==> src/logic/bcw_pkg.sv <==
/*
  Constants, field layout and register map for the boot configuration
  word one decoder.
  Assumes a single 100 MHz core clock and an active-low async reset.

  Notes on behaviour below.
*/
// Notes on behaviour
// RL1: Programmer writes ones to reserved bits 31-24 and 22-21.
// RL2: Force-enable bit 23 set runs the watchdog; software cannot disable it.
// RL3: Force-enable clear leaves watchdog off after reset; software may enable it.
// RL4: Postscale code n in bits 20-16 divides by two to the n.
// RL5: Postscale codes above 10100 act as 10100, maximum ratio.
// RL6: Switch/monitor field 1x blocks clock switching and fail-safe monitor.
// RL7: Switch/monitor field 01 allows switching, monitor stays off.
// RL8: Switch/monitor field 00 allows switching and runs the monitor.
// RL9: Programmer must not disable primary oscillator while it is selected.
// RL10: Word latched from storage at reset, read-only to software until next reset.
package bcw_pkg;
  // Register map (word offsets chosen for this block)
  localparam logic [3:0] BCW_ADDR_CFG_WORD   = 4'h0;
  localparam logic [3:0] BCW_ADDR_WDT_CTRL   = 4'h4;
  localparam logic [3:0] BCW_ADDR_STATUS     = 4'h8;
  // Field positions of the configuration word
  localparam int BCW_RSV_HI_MSB   = 31;
  localparam int BCW_RSV_HI_LSB   = 24;
  localparam int BCW_WDT_FORCE    = 23;
  localparam int BCW_RSV_MID_MSB  = 22;
  localparam int BCW_RSV_MID_LSB  = 21;
  localparam int BCW_WDTPS_MSB    = 20;
  localparam int BCW_WDTPS_LSB    = 16;
  localparam int BCW_CKSM_MSB     = 15;
  localparam int BCW_CKSM_LSB     = 14;
  localparam int BCW_PBDIV_MSB    = 13;
  localparam int BCW_PBDIV_LSB    = 12;
  localparam int BCW_CLKO_FUNC    = 10;
  localparam int BCW_POSC_MSB     = 9;
  localparam int BCW_POSC_LSB     = 8;
  localparam int BCW_TWO_SPEED    = 7;
  localparam int BCW_SOSC_EN      = 5;
  localparam int BCW_OSC_SEL_MSB  = 2;
  localparam int BCW_OSC_SEL_LSB  = 0;
  // Largest listed postscale code
  localparam logic [4:0] BCW_WDTPS_MAX     = 5'h14;
  // Reset values
  localparam logic [31:0] BCW_CFG_RST      = 32'hFFFF_FFFF;
  localparam logic        BCW_WDT_SW_RST   = 1'b0;
  localparam logic [31:0] BCW_RD_ZERO      = 32'h0000_0000;
  // Watchdog base tick period (arbitrary plain default) in ns, and cycles
  localparam int BCW_TICK_NS        = 1000;
  localparam int BCW_CLK_NS         = 10;
  localparam int BCW_TICK_CYC       = BCW_TICK_NS / BCW_CLK_NS;
  // Load sequence states, Gray coded
  typedef enum logic [1:0] {
    BCW_ST_RESET = 2'b00,
    BCW_ST_LOAD  = 2'b01,
    BCW_ST_RUN   = 2'b11
  } bcw_state_type;
endpackage

==> src/logic/bcw_wdt_div.sv <==
/*
  Watchdog postscaler: counts base ticks and pulses when 2^n ticks pass.
  Assumes the tick enable and code come from logic on the same clock.
*/
module bcw_wdt_div (
  input  wire logic       i_core_clk,
  input  wire logic       i_rstn,
  input  wire logic       i_run,
  input  wire logic       i_tick,
  input  wire logic       i_clear,
  input  wire logic [4:0] i_code,
  output logic            o_expire
);
  import bcw_pkg::*;

  logic [20:0] cnt_ff;
  logic [20:0] nxt_cnt;
  logic [20:0] limit;
  logic [4:0]  code_sat;
  logic        hit;

  // Out-of-range codes fold onto the largest listed ratio
  assign code_sat = (i_code > BCW_WDTPS_MAX) ? BCW_WDTPS_MAX : i_code; // [RL5]
  // Terminal count is 2^n - 1 ticks
  assign limit    = (21'h00_0001 << code_sat) - 21'h00_0001;           // [RL4]
  assign hit      = i_run && i_tick && (cnt_ff == limit);
  assign nxt_cnt  = (!i_run || i_clear || hit) ? 21'h00_0000 :
                    (i_tick ? cnt_ff + 21'h00_0001 : cnt_ff);

  // Counter; clear from software restarts the tick count, not the base tick already in progress
  always_ff @(posedge i_core_clk or negedge i_rstn) begin
    if (!i_rstn) begin
      cnt_ff   <= 21'h00_0000;
      o_expire <= 1'b0;
    end else begin
      cnt_ff   <= nxt_cnt;
      o_expire <= hit && !i_clear;
    end
  end
endmodule

==> src/logic/bcw_top.sv <==
/*
  Boot configuration word one decoder: latches the nonvolatile word after
  reset, decodes watchdog, clock switching and oscillator policy, runs the
  watchdog postscaler, and serves a small read/write register port.
  Assumes the nonvolatile word is stable from two cycles before reset
  release until it is latched; it comes from outside this clock domain,
  so it passes two flip-flops before the latch reads it.
*/
// Implementation choices: the register offsets and the address-and-strobe port.
module bcw_top (
  input  wire logic        i_core_clk,
  input  wire logic        i_rstn,
  input  wire logic [31:0] i_nv_cfg_word,
  input  wire logic [3:0]  i_addr,
  input  wire logic [31:0] i_wdata,
  input  wire logic        i_wr,
  input  wire logic        i_rd,
  output logic [31:0]      o_rdata,
  output logic             o_cfg_valid,
  output logic             o_watchdog_running,
  output logic             o_watchdog_expire,
  output logic [4:0]       o_watchdog_postscale_code,
  output logic             o_clock_switch_allowed,
  output logic             o_fail_safe_monitor_on,
  output logic [1:0]       o_peripheral_bus_divider,
  output logic [1:0]       o_primary_oscillator_mode,
  output logic [2:0]       o_oscillator_select,
  output logic             o_two_speed_startup_enable,
  output logic             o_secondary_oscillator_enable,
  output logic             o_clock_out_pin_function,
  output logic             o_reserved_bits_bad
);
  import bcw_pkg::*;

  bcw_state_type state_ff;
  bcw_state_type nxt_state;
  logic [31:0]   cfg_ff;
  logic [31:0]   nv_meta_ff;
  logic [31:0]   nv_sync_ff;
  logic          wdt_sw_on_ff;
  logic [6:0]    tick_cnt_ff;
  logic          tick;
  logic          force_on;
  logic          wdt_run;
  logic          wr_ctrl;
  logic          wdt_clear;
  logic [1:0]    cksm;
  logic          loading;
  logic          rsv_bad;
  logic [31:0]   rd_mux;

  // Load sequence: on the second clock after release the word is captured, then frozen
  always_comb begin
    nxt_state = state_ff;
    case (state_ff)
      BCW_ST_RESET: nxt_state = BCW_ST_LOAD;
      BCW_ST_LOAD:  nxt_state = BCW_ST_RUN;
      BCW_ST_RUN:   nxt_state = BCW_ST_RUN;
      default:      nxt_state = BCW_ST_RESET;
    endcase
  end
  assign loading = (state_ff == BCW_ST_LOAD);

  // Two-stage capture of the strap; no reset, so it settles while reset is low
  always_ff @(posedge i_core_clk) begin
    nv_meta_ff <= i_nv_cfg_word;
    nv_sync_ff <= nv_meta_ff;
  end

  // Async reset loads a constant; the strap is caught by the second clock after release
  always_ff @(posedge i_core_clk or negedge i_rstn) begin
    if (!i_rstn) begin
      state_ff <= BCW_ST_RESET;
      cfg_ff   <= BCW_CFG_RST;
    end else begin
      state_ff <= nxt_state;
      if (loading) begin
        cfg_ff <= nv_sync_ff; // [RL10]
      end
    end
  end

  // Field decode
  assign force_on = cfg_ff[BCW_WDT_FORCE];
  assign cksm     = cfg_ff[BCW_CKSM_MSB:BCW_CKSM_LSB];
  // Upper bit set wins whatever the lower bit says
  assign o_clock_switch_allowed = (state_ff == BCW_ST_RUN) && !cksm[1]; // [RL6] [RL7] [RL8]
  // Monitor only for code 00
  assign o_fail_safe_monitor_on = (state_ff == BCW_ST_RUN) && (cksm == 2'b00); // [RL6] [RL8]
  // Flag words not programmed with ones in reserved places
  assign rsv_bad = (cfg_ff[BCW_RSV_HI_MSB:BCW_RSV_HI_LSB] != 8'hFF) ||
                   (cfg_ff[BCW_RSV_MID_MSB:BCW_RSV_MID_LSB] != 2'b11); // [RL1]

  assign o_watchdog_postscale_code     = cfg_ff[BCW_WDTPS_MSB:BCW_WDTPS_LSB];
  assign o_peripheral_bus_divider      = cfg_ff[BCW_PBDIV_MSB:BCW_PBDIV_LSB];
  assign o_primary_oscillator_mode     = cfg_ff[BCW_POSC_MSB:BCW_POSC_LSB];
  assign o_oscillator_select           = cfg_ff[BCW_OSC_SEL_MSB:BCW_OSC_SEL_LSB];
  assign o_two_speed_startup_enable    = cfg_ff[BCW_TWO_SPEED];
  assign o_secondary_oscillator_enable = cfg_ff[BCW_SOSC_EN];
  assign o_clock_out_pin_function      = cfg_ff[BCW_CLKO_FUNC];
  assign o_cfg_valid                   = (state_ff == BCW_ST_RUN);
  assign o_reserved_bits_bad           = o_cfg_valid && rsv_bad;

  // Register port decode; the configuration word itself ignores writes
  assign wr_ctrl   = i_wr && (i_addr == BCW_ADDR_WDT_CTRL);
  assign wdt_clear = wr_ctrl && i_wdata[1];

  // Software watchdog enable: off after reset, may be set later
  always_ff @(posedge i_core_clk or negedge i_rstn) begin
    if (!i_rstn) begin
      wdt_sw_on_ff <= BCW_WDT_SW_RST; // [RL3]
    end else if (wr_ctrl) begin
      wdt_sw_on_ff <= i_wdata[0];     // [RL3]
    end
  end

  // Forced bit overrides any software attempt to stop the watchdog
  assign wdt_run = o_cfg_valid && (force_on || wdt_sw_on_ff); // [RL2] [RL3]
  assign o_watchdog_running = wdt_run;

  // Base tick divider; a pulse, not a second clock
  assign tick = (tick_cnt_ff == 7'(BCW_TICK_CYC - 1));
  always_ff @(posedge i_core_clk or negedge i_rstn) begin
    if (!i_rstn) begin
      tick_cnt_ff <= 7'h00;
    end else begin
      tick_cnt_ff <= tick ? 7'h00 : tick_cnt_ff + 7'h01;
    end
  end

  bcw_wdt_div u_wdt_div (
    .i_core_clk (i_core_clk),
    .i_rstn     (i_rstn),
    .i_run      (wdt_run),
    .i_tick     (tick),
    .i_clear    (wdt_clear),
    .i_code     (o_watchdog_postscale_code),
    .o_expire   (o_watchdog_expire)
  );

  // Read mux; unmapped addresses read zero
  assign rd_mux =
    (i_addr == BCW_ADDR_CFG_WORD) ? cfg_ff :
    (i_addr == BCW_ADDR_WDT_CTRL) ? {31'h0000_0000, wdt_sw_on_ff} :
    (i_addr == BCW_ADDR_STATUS)   ? {26'h000_0000, rsv_bad, o_fail_safe_monitor_on,
                                     o_clock_switch_allowed, force_on, wdt_run,
                                     o_cfg_valid} :
    BCW_RD_ZERO;

  // Read data stands one cycle after the strobe, zero otherwise
  always_ff @(posedge i_core_clk or negedge i_rstn) begin
    if (!i_rstn) begin
      o_rdata <= BCW_RD_ZERO;
    end else begin
      o_rdata <= i_rd ? rd_mux : BCW_RD_ZERO;
    end
  end
endmodule

==> config.mk <==
export PLATFORM = sky130hd
export DESIGN_NAME = bcw_top
export DESIGN_NICKNAME = d
export VERILOG_FILES = /design/src/logic/bcw_pkg.sv /design/src/logic/bcw_wdt_div.sv /design/src/logic/bcw_top.sv
export SDC_FILE = /design/constraint.sdc
export NUM_CORES = 1
export LEC_CHECK = 0
export ABC_CLOCK_PERIOD_IN_PS = 7200
export BUFFER_PORTS_ARGS = -buffer_cell sky130_fd_sc_hd__buf_4
export CAP_MARGIN = 25
export CORE_ASPECT_RATIO = 1.5
export CORE_UTILIZATION = 61
export CTS_BUF_LIST = sky130_fd_sc_hd__clkbuf_2
export DETAILED_ROUTE_END_ITERATION = 7
export PLACE_DENSITY_LB_ADDON = 0.05
export REMOVE_ABC_BUFFERS = 1
export SKIP_CTS_REPAIR_TIMING = 1
export SYNTH_ARGS = -nofsm -noshare
export SYNTH_HDL_FRONTEND = slang
export SYNTH_HIERARCHICAL = 1
export SYNTH_SLANG_ARGS = --single-unit
==> constraint.sdc <==
create_clock -name i_core_clk -period 7.2 [get_ports i_core_clk]
set_clock_uncertainty 0.05 [all_clocks]
set_input_delay 0.72 -clock i_core_clk [delete_from_list [all_inputs] [get_ports i_core_clk]]
set_output_delay 0.72 -clock i_core_clk [all_outputs]
set_load 0.02 [all_outputs]
==> out/results.txt, run 1 <==
outcome - finished with violations
failing checks - design-rule violations
max-slew violation count - 0
Die Height - 125 µm
Post-Layout Cell Count - 745
fmax - 0.255 GHz
post-DP HPWL - 7740 µm
DR WL met3 - 444 µm
Setup crit end - u_wdt_div/cnt_ff[1]$_DFFE_PN0P_
Hold WC Path Type - in -> reg
post-layout min period - 3.92 ns
Via density - 5.50
Design Area, Final - 7190 µm²
R2R depth - 10
top cells by area, synth - dfrtp_1 (26%), dfxtp_1 (21%), dfstp_2 (14%), mux2_2 (6.1%), xnor2_1 (4.1%)
PortBufs - 94
TNS Setup - 0 ns
Setup Viol. Count Final - 0
Hold Vio Cnt, Final - 0
Clock Tree Buf Depth - 2
clock latency on the worst-skew pair - 0.69 ns
Ports - 125
Tcrit/Tclk final - 54.5%
Post-synth EDFFs - 0
yosys warns - 6
Switching Share - 25.1%
flops & latches, synth - 160
H-Tree Depth - 4
Primary FF master, synth - dfxtp_1
Worst-Margin Slew - 0.955 ns
antenna violations before repair - 0
Overflow after GRT - 0
WP data required - 7.67 ns
largest net degree at the start of global routing - 61
initial drt markers - 139
Power Dens Cells - 207 nW/µm²
met1 WL - 4450 µm
worst relative slew slack - 36.2%
worst hold stages - 1
FF-to-FF setup slack - 3.28 ns
Sink Count - 160
leakage power - 0.00322 µW
layout cells sized above 1 - 31.6%
top sig layer - met4
Final ANT Viol Nets - 0
CTS Buf Count - 17
combinational share of power - 7.3%
fin nets - 692
CTS tree - yes
worst setup margin - 3.28 ns
Clock transition at path regs - 0.21 ns
Cell variety after synth - 58
# Max-Cap Violations - 0
Place WS - 3.38 ns
hold_ws - 0.0686 ns
Sw Pwr - 374 µW
routability cong. - 0.851
Startpoint Class - flip-flop
Placeable Area - 9740 µm²
Routed Wire Length - 11500 µm
clock root buffer - clkbuf_2
CP startpoint - cfg_ff[20]$_DFFE_PN1P_
Antenna diodes - 0
reg2reg start - cfg_ff[20]$_DFFE_PN1P_
Cells after DPL - 690
Int Pwr - 1120 µW
first-pass iteration count of the detailed router - 8
CP Capture Type - flip-flop
most frequent cells after synthesis - dfrtp_1 (64), dfxtp_1 (64), nor2_1 (38)
Starting Density - 63.0%
Die W - 83.9 µm
Synth top area share - 26.1%
Synth Instances - 519
vias in the first global route - 3977
CP arrival - 4.40 ns
VDD IR max - 0.177 mV
Max FO, Critical Path - 29
Total GRT Usage - 23.3%
WL per Instance - 15.5 µm
global-route wire length before repair - 18900 µm
via count - 4094
sequential-to-total area share from yosys stat - 60.7%
RSZ-0062 raised after global routing - no
Crit Reg-Reg Endpoint - u_wdt_div/cnt_ff[1]$_DFFE_PN0P_
clock share of power - 28.7%
DR DRC count - 3
FFs w/ async S/R, synth - 60.0%
critical path class - reg -> reg
Synth Cell Area - 6130 µm²
cell area after placement - 6750 µm²
# rows - 44
hold path start - i_nv_cfg_word[1]
Syn Area/Cell - 11.8 µm²
DR WL met2 - 6410 µm
sequential share of power - 64.0%
Synth area leader - dfrtp_1
area grow syn2layout - 17.2%
die area - 10500 µm²
[stage by stage]
stage,utilization (%),total power [µW]
finish,73.8,1490
global route,73.8,1560
CTS,71.4,1500
detailed placement,69.3,1070
global placement,69.3,1070
floorplan,-,1010
[power groups by stage]
stage                     Sequential, µW  Clock (µW)  Combinational (µW)
after floorplan                      972           0                40.8
after CTS                            955         444                 101
after global placement               968           0                98.0
after global routing                 960         481                 120
after detailed placement             971           0                 101
final                                954         428                 110
[cell type report]
type | instances | area, µm²
flip-flops and latches | 160 | 3720
multi-input cells | 313 | 2140
fillers | 681 | 2550
well taps | 115 | 144
inverters | 5 | 18.8
clock inverters | 13 | 114
repair buffers | 120 | 958
clock buffers | 19 | 95.1
[cell usage in the layout, fill, tap and decap left out, drive strengths merged, types with 8 or more instances in the layout]
cell type / instances
and2: 32
buf: 97
clkbuf: 19
clkinv: 8
dfrtp: 64
dfstp: 32
dfxtp: 64
dlygate4sd3: 23
mux2: 35
nand2: 38
nand3: 18
nand4: 9
nor2: 39
nor2b: 8
nor3: 12
o21ai: 8
xnor2: 29
xor2: 8
[worst min-delay path by stage]
stage,end,slack (ns)
2_1_floorplan,nv_sync_ff[0]$_DFF_P_,0.26
3_3_place_gp,nv_sync_ff[15]$_DFF_P_,0.26
3_5_place_dp,nv_sync_ff[17]$_DFF_P_,0.26
4_1_cts,o_rdata[18]$_DFF_PN0_,-0.17
5_1_grt,nv_meta_ff[6]$_DFF_P_,0.0002
6_report,nv_meta_ff[1]$_DFF_P_,0.07
[worst max-delay path, stage by stage (launching register included)]
cell	delay [ns]
dfstp_2	0.87
nor3_1	0.16
nand3b_1	0.12
ha_1	0.43
clkinv_1	0.35
o22ai_1	0.24
a21oi_1	0.10
xnor2_1	0.15
nor4_1	0.34
and4_1	0.81
nor3b_1	0.12
[metal layers]
| metal | GRT usage [%] | vias up |
|---|---|---|
| met1 | 25.9 | 2023 |
| met2 | 42.1 | 100 |
| met5 | 0 | - |
| met4 | 10.6 | 0 |
| li1 | - | 1948 |
| met3 | 5.04 | 23 |
[cells by family (layout without fill, tap and decap cells)]
| kind of cell | Yosys count | after routing | share of synthesized area (%) |
|---|---|---|---|
| fa+ha+maj | 3 | 3 | 0.612 |
| simple gates | 194 | 194 | 17.3 |
| buf+inv | 46 | 157 | 4.57 |
| compound gates | 37 | 37 | 4.00 |
| flops | 160 | 160 | 60.7 |
| mux | 42 | 42 | 7.57 |
| xor+xnor | 37 | 37 | 5.28 |
[state kept, by name, indices dropped and copies added (netlist names)]
signal / cells
u_wdt_div/o_expire: 1
u_wdt_div/cnt_ff: 21
cfg_ff: 32
o_rdata: 32
wdt_sw_on_ff: 1
nv_meta_ff: 32
tick_cnt_ff: 7
nv_sync_ff: 32
state_ff: 2
(Power assumes the default switching activity.)
==> run 2, diff against run 1 <==
--- a/config.mk
+++ b/config.mk
@@ -5,11 +5,11 @@
 export SDC_FILE = /design/constraint.sdc
 export NUM_CORES = 1
 export LEC_CHECK = 0
-export ABC_CLOCK_PERIOD_IN_PS = 7200
+export ABC_CLOCK_PERIOD_IN_PS = 3550
 export BUFFER_PORTS_ARGS = -buffer_cell sky130_fd_sc_hd__buf_4
 export CAP_MARGIN = 25
 export CORE_ASPECT_RATIO = 1.5
-export CORE_UTILIZATION = 61
+export CORE_UTILIZATION = 51
 export CTS_BUF_LIST = sky130_fd_sc_hd__clkbuf_2
 export DETAILED_ROUTE_END_ITERATION = 7
 export PLACE_DENSITY_LB_ADDON = 0.05
==> constraint.sdc (replaced) <==
create_clock -name i_core_clk -period 3.55 [get_ports i_core_clk]
set_clock_uncertainty 0.05 [all_clocks]
set_input_delay 0.355 -clock i_core_clk [delete_from_list [all_inputs] [get_ports i_core_clk]]
set_output_delay 0.355 -clock i_core_clk [all_outputs]
set_load 0.02 [all_outputs]
==> run 2 against run 1 <==
Effect of this change: the run now ends clean; die area increased by 19%; fmax is 24% higher; critical path depth is 1 higher; core utilization shrank 8.9 points; first-iteration DRC count is 31% higher; setup slack got worse by 2.9 ns; clock power is 140% higher; final area up 4.5%; combinational power rose by 130%; clock-buffer cell count down 1; register-to-register slack got worse by 2.9 ns; final cell count up 7.9%; largest power group unchanged.
==> out/results.txt, run 2 (synthesis gave the netlist of run 1 again) <==
outcome - finished, final reports clean
R2R depth - 11
layout cells sized above 1 - 31.5%
post-DP HPWL - 8080 µm
CP Capture Type - flip-flop
combinational share of power - 8.0%
routability cong. - 0.769
most frequent cells in the layout - buf_4 (102), dfxtp_1 (64), dfrtp_1 (64)
critical path class - reg -> reg
slowest stage delay, CP - 0.81 ns
Ports - 125
Critical Path, Cell by Cell - nor2_1 > nand2_1 > ha_1 > clkinv_1 > o22ai_1 > a21oi_1 > xnor2_1 > nor4_1 > and4_1 > buf_12 > nor2b_1
antenna violations before repair - 1
largest net degree at the start of global routing - 54
WP data required - 4.10 ns
Int Pwr - 2380 µW
Worst path depth - 11
worst relative slew slack - 33.3%
H-Tree Depth - 4
Final ANT Viol Nets - 0
clock root buffer - clkbuf_2
Crit path buffers/inverters - 2
Routed Wire Length - 11800 µm
# rows - 48
Hold WC Path Type - in -> async
most common cell after layout, fill and taps aside - buf_4
Power Dens Cells - 424 nW/µm²
fin nets - 715
Tcrit/Tclk final - 89.1%
Max FO, Critical Path - 25
Worst-Margin Slew - 0.998 ns
# Max-Cap Violations - 0
Switching Share - 25.3%
initial drt markers - 182
clock latency on the worst-skew pair - 0.67 ns
Total GRT Usage - 19.9%
top sig layer - met4
Startpoint Class - flip-flop
area grow syn2layout - 22.6%
Via density - 5.11
Clock Tree Buf Depth - 2
max-slew violation count - 0
via count - 4105
hold_ws - 0.156 ns
vias in the first global route - 4025
DR DRC count - 0
Starting Density - 52.9%
Sink Count - 160
Placeable Area - 11600 µm²
leakage power - 0.00335 µW
CP arrival - 3.72 ns
Die W - 91.6 µm
Hold Vio Cnt, Final - 0
post-layout min period - 3.16 ns
Setup Viol. Count Final - 0
clock share of power - 31.6%
Clock transition at path regs - 0.24 ns
PortBufs - 94
TNS Setup - 0 ns
DR WL met3 - 327 µm
fmax - 0.316 GHz
slowest CP cell - dfstp_4
CTS Buf Count - 17
Die Height - 136 µm
global-route wire length before repair - 19200 µm
WL per Instance - 14.7 µm
cell family with most CP delay - simple AND/OR/NAND/NOR gates
Overflow after GRT - 0
CTS tree - yes
DR WL met2 - 6540 µm
met1 WL - 4770 µm
sequential share of power - 60.4%
Sw Pwr - 808 µW
RSZ-0062 raised after global routing - no
die area - 12500 µm²
first-pass iteration count of the detailed router - 4
VDD IR max - 0.383 mV
## run 2: changes by cell type in the layout (fill, tap and decap cells not counted), sizes merged
cell,change
buf,+6
bufinv,+1
clkbuf,-1
clkinv,-6
diode,+1
dlygate4sd3,+17
inv,+6
## run 2: worst paths after layout
| kind | slack (ns) | startpoint | end |
|---|---|---|---|
| setup / recovery | 0.39 | cfg_ff[18]$_DFFE_PN1P_ | u_wdt_div/o_expire$_DFF_PN0_ |
| hold / removal | 0.16 | i_rstn | o_rdata[18]$_DFF_PN0_ |
| setup reg to reg | 0.39 | cfg_ff[18]$_DFFE_PN1P_ | u_wdt_div/o_expire$_DFF_PN0_ |
| hold reg to reg | 0.27 | nv_meta_ff[16]$_DFF_P_ | nv_sync_ff[16]$_DFF_P_ |
| max in group asynchronous | 2.40 | i_rstn | cfg_ff[23]$_DFFE_PN1P_ |
| min in group i_core_clk | 0.16 | i_addr[1] | o_rdata[1]$_DFF_PN0_ |
## run 2: cell type report
| cell class | instances | area, µm² |
|---|---|---|
| fillers | 942 | 4070 |
| flip-flops and latches | 160 | 3730 |
| multi-input cells | 313 | 2140 |
| repair buffers | 143 | 1190 |
| well taps | 150 | 188 |
| clock inverters | 14 | 168 |
| clock buffers | 18 | 90.1 |
| inverters | 5 | 18.8 |
| diodes | 1 | 2.50 |
## run 2: worst reg2reg max path: stages, from the launching register on
cell and delay [ns]:
dfstp_4 0.81, nor2_1 0.12, nand2_1 0.09, ha_1 0.25, clkinv_1 0.27, o22ai_1 0.24
a21oi_1 0.11, xnor2_1 0.16, nor4_1 0.37, and4_1 0.31, buf_12 0.17, nor2b_1 0.14
## run 2: metrics by stage
stage | worst slack [ns] | util, % | power, µW | std cells | instance area [µm²]
after floorplan | 0.553 | - | 2050 | 478 | 5870
after global placement | 0.521 | 59.1 | 2170 | 731 | 6850
after detailed placement | 0.372 | 59.1 | 2180 | 731 | 6850
after CTS | 0.299 | 61.4 | 3200 | 763 | 7110
after global routing | 0.103 | 64.9 | 3340 | 804 | 7520
final | 0.387 | 64.9 | 3190 | 804 | 7520
## run 2: routing by layer
layer / GRT usage (%) / vias up
li1: - / 1993
met2: 35.8 / 67
met3: 4.42 / 16
met4: 8.64 / 0
met5: 0 / -
met1: 22.6 / 2029
## run 2: power groups by stage
| stage | clock [µW] | combinational [µW] | sequential [µW] |
|---|---|---|---|
| floorplan | 0 | 82.8 | 1970 |
| global placement | 0 | 215 | 1950 |
| detailed placement | 0 | 221 | 1960 |
| CTS | 1050 | 222 | 1930 |
| global route | 1120 | 280 | 1930 |
| finish | 1010 | 255 | 1920 |
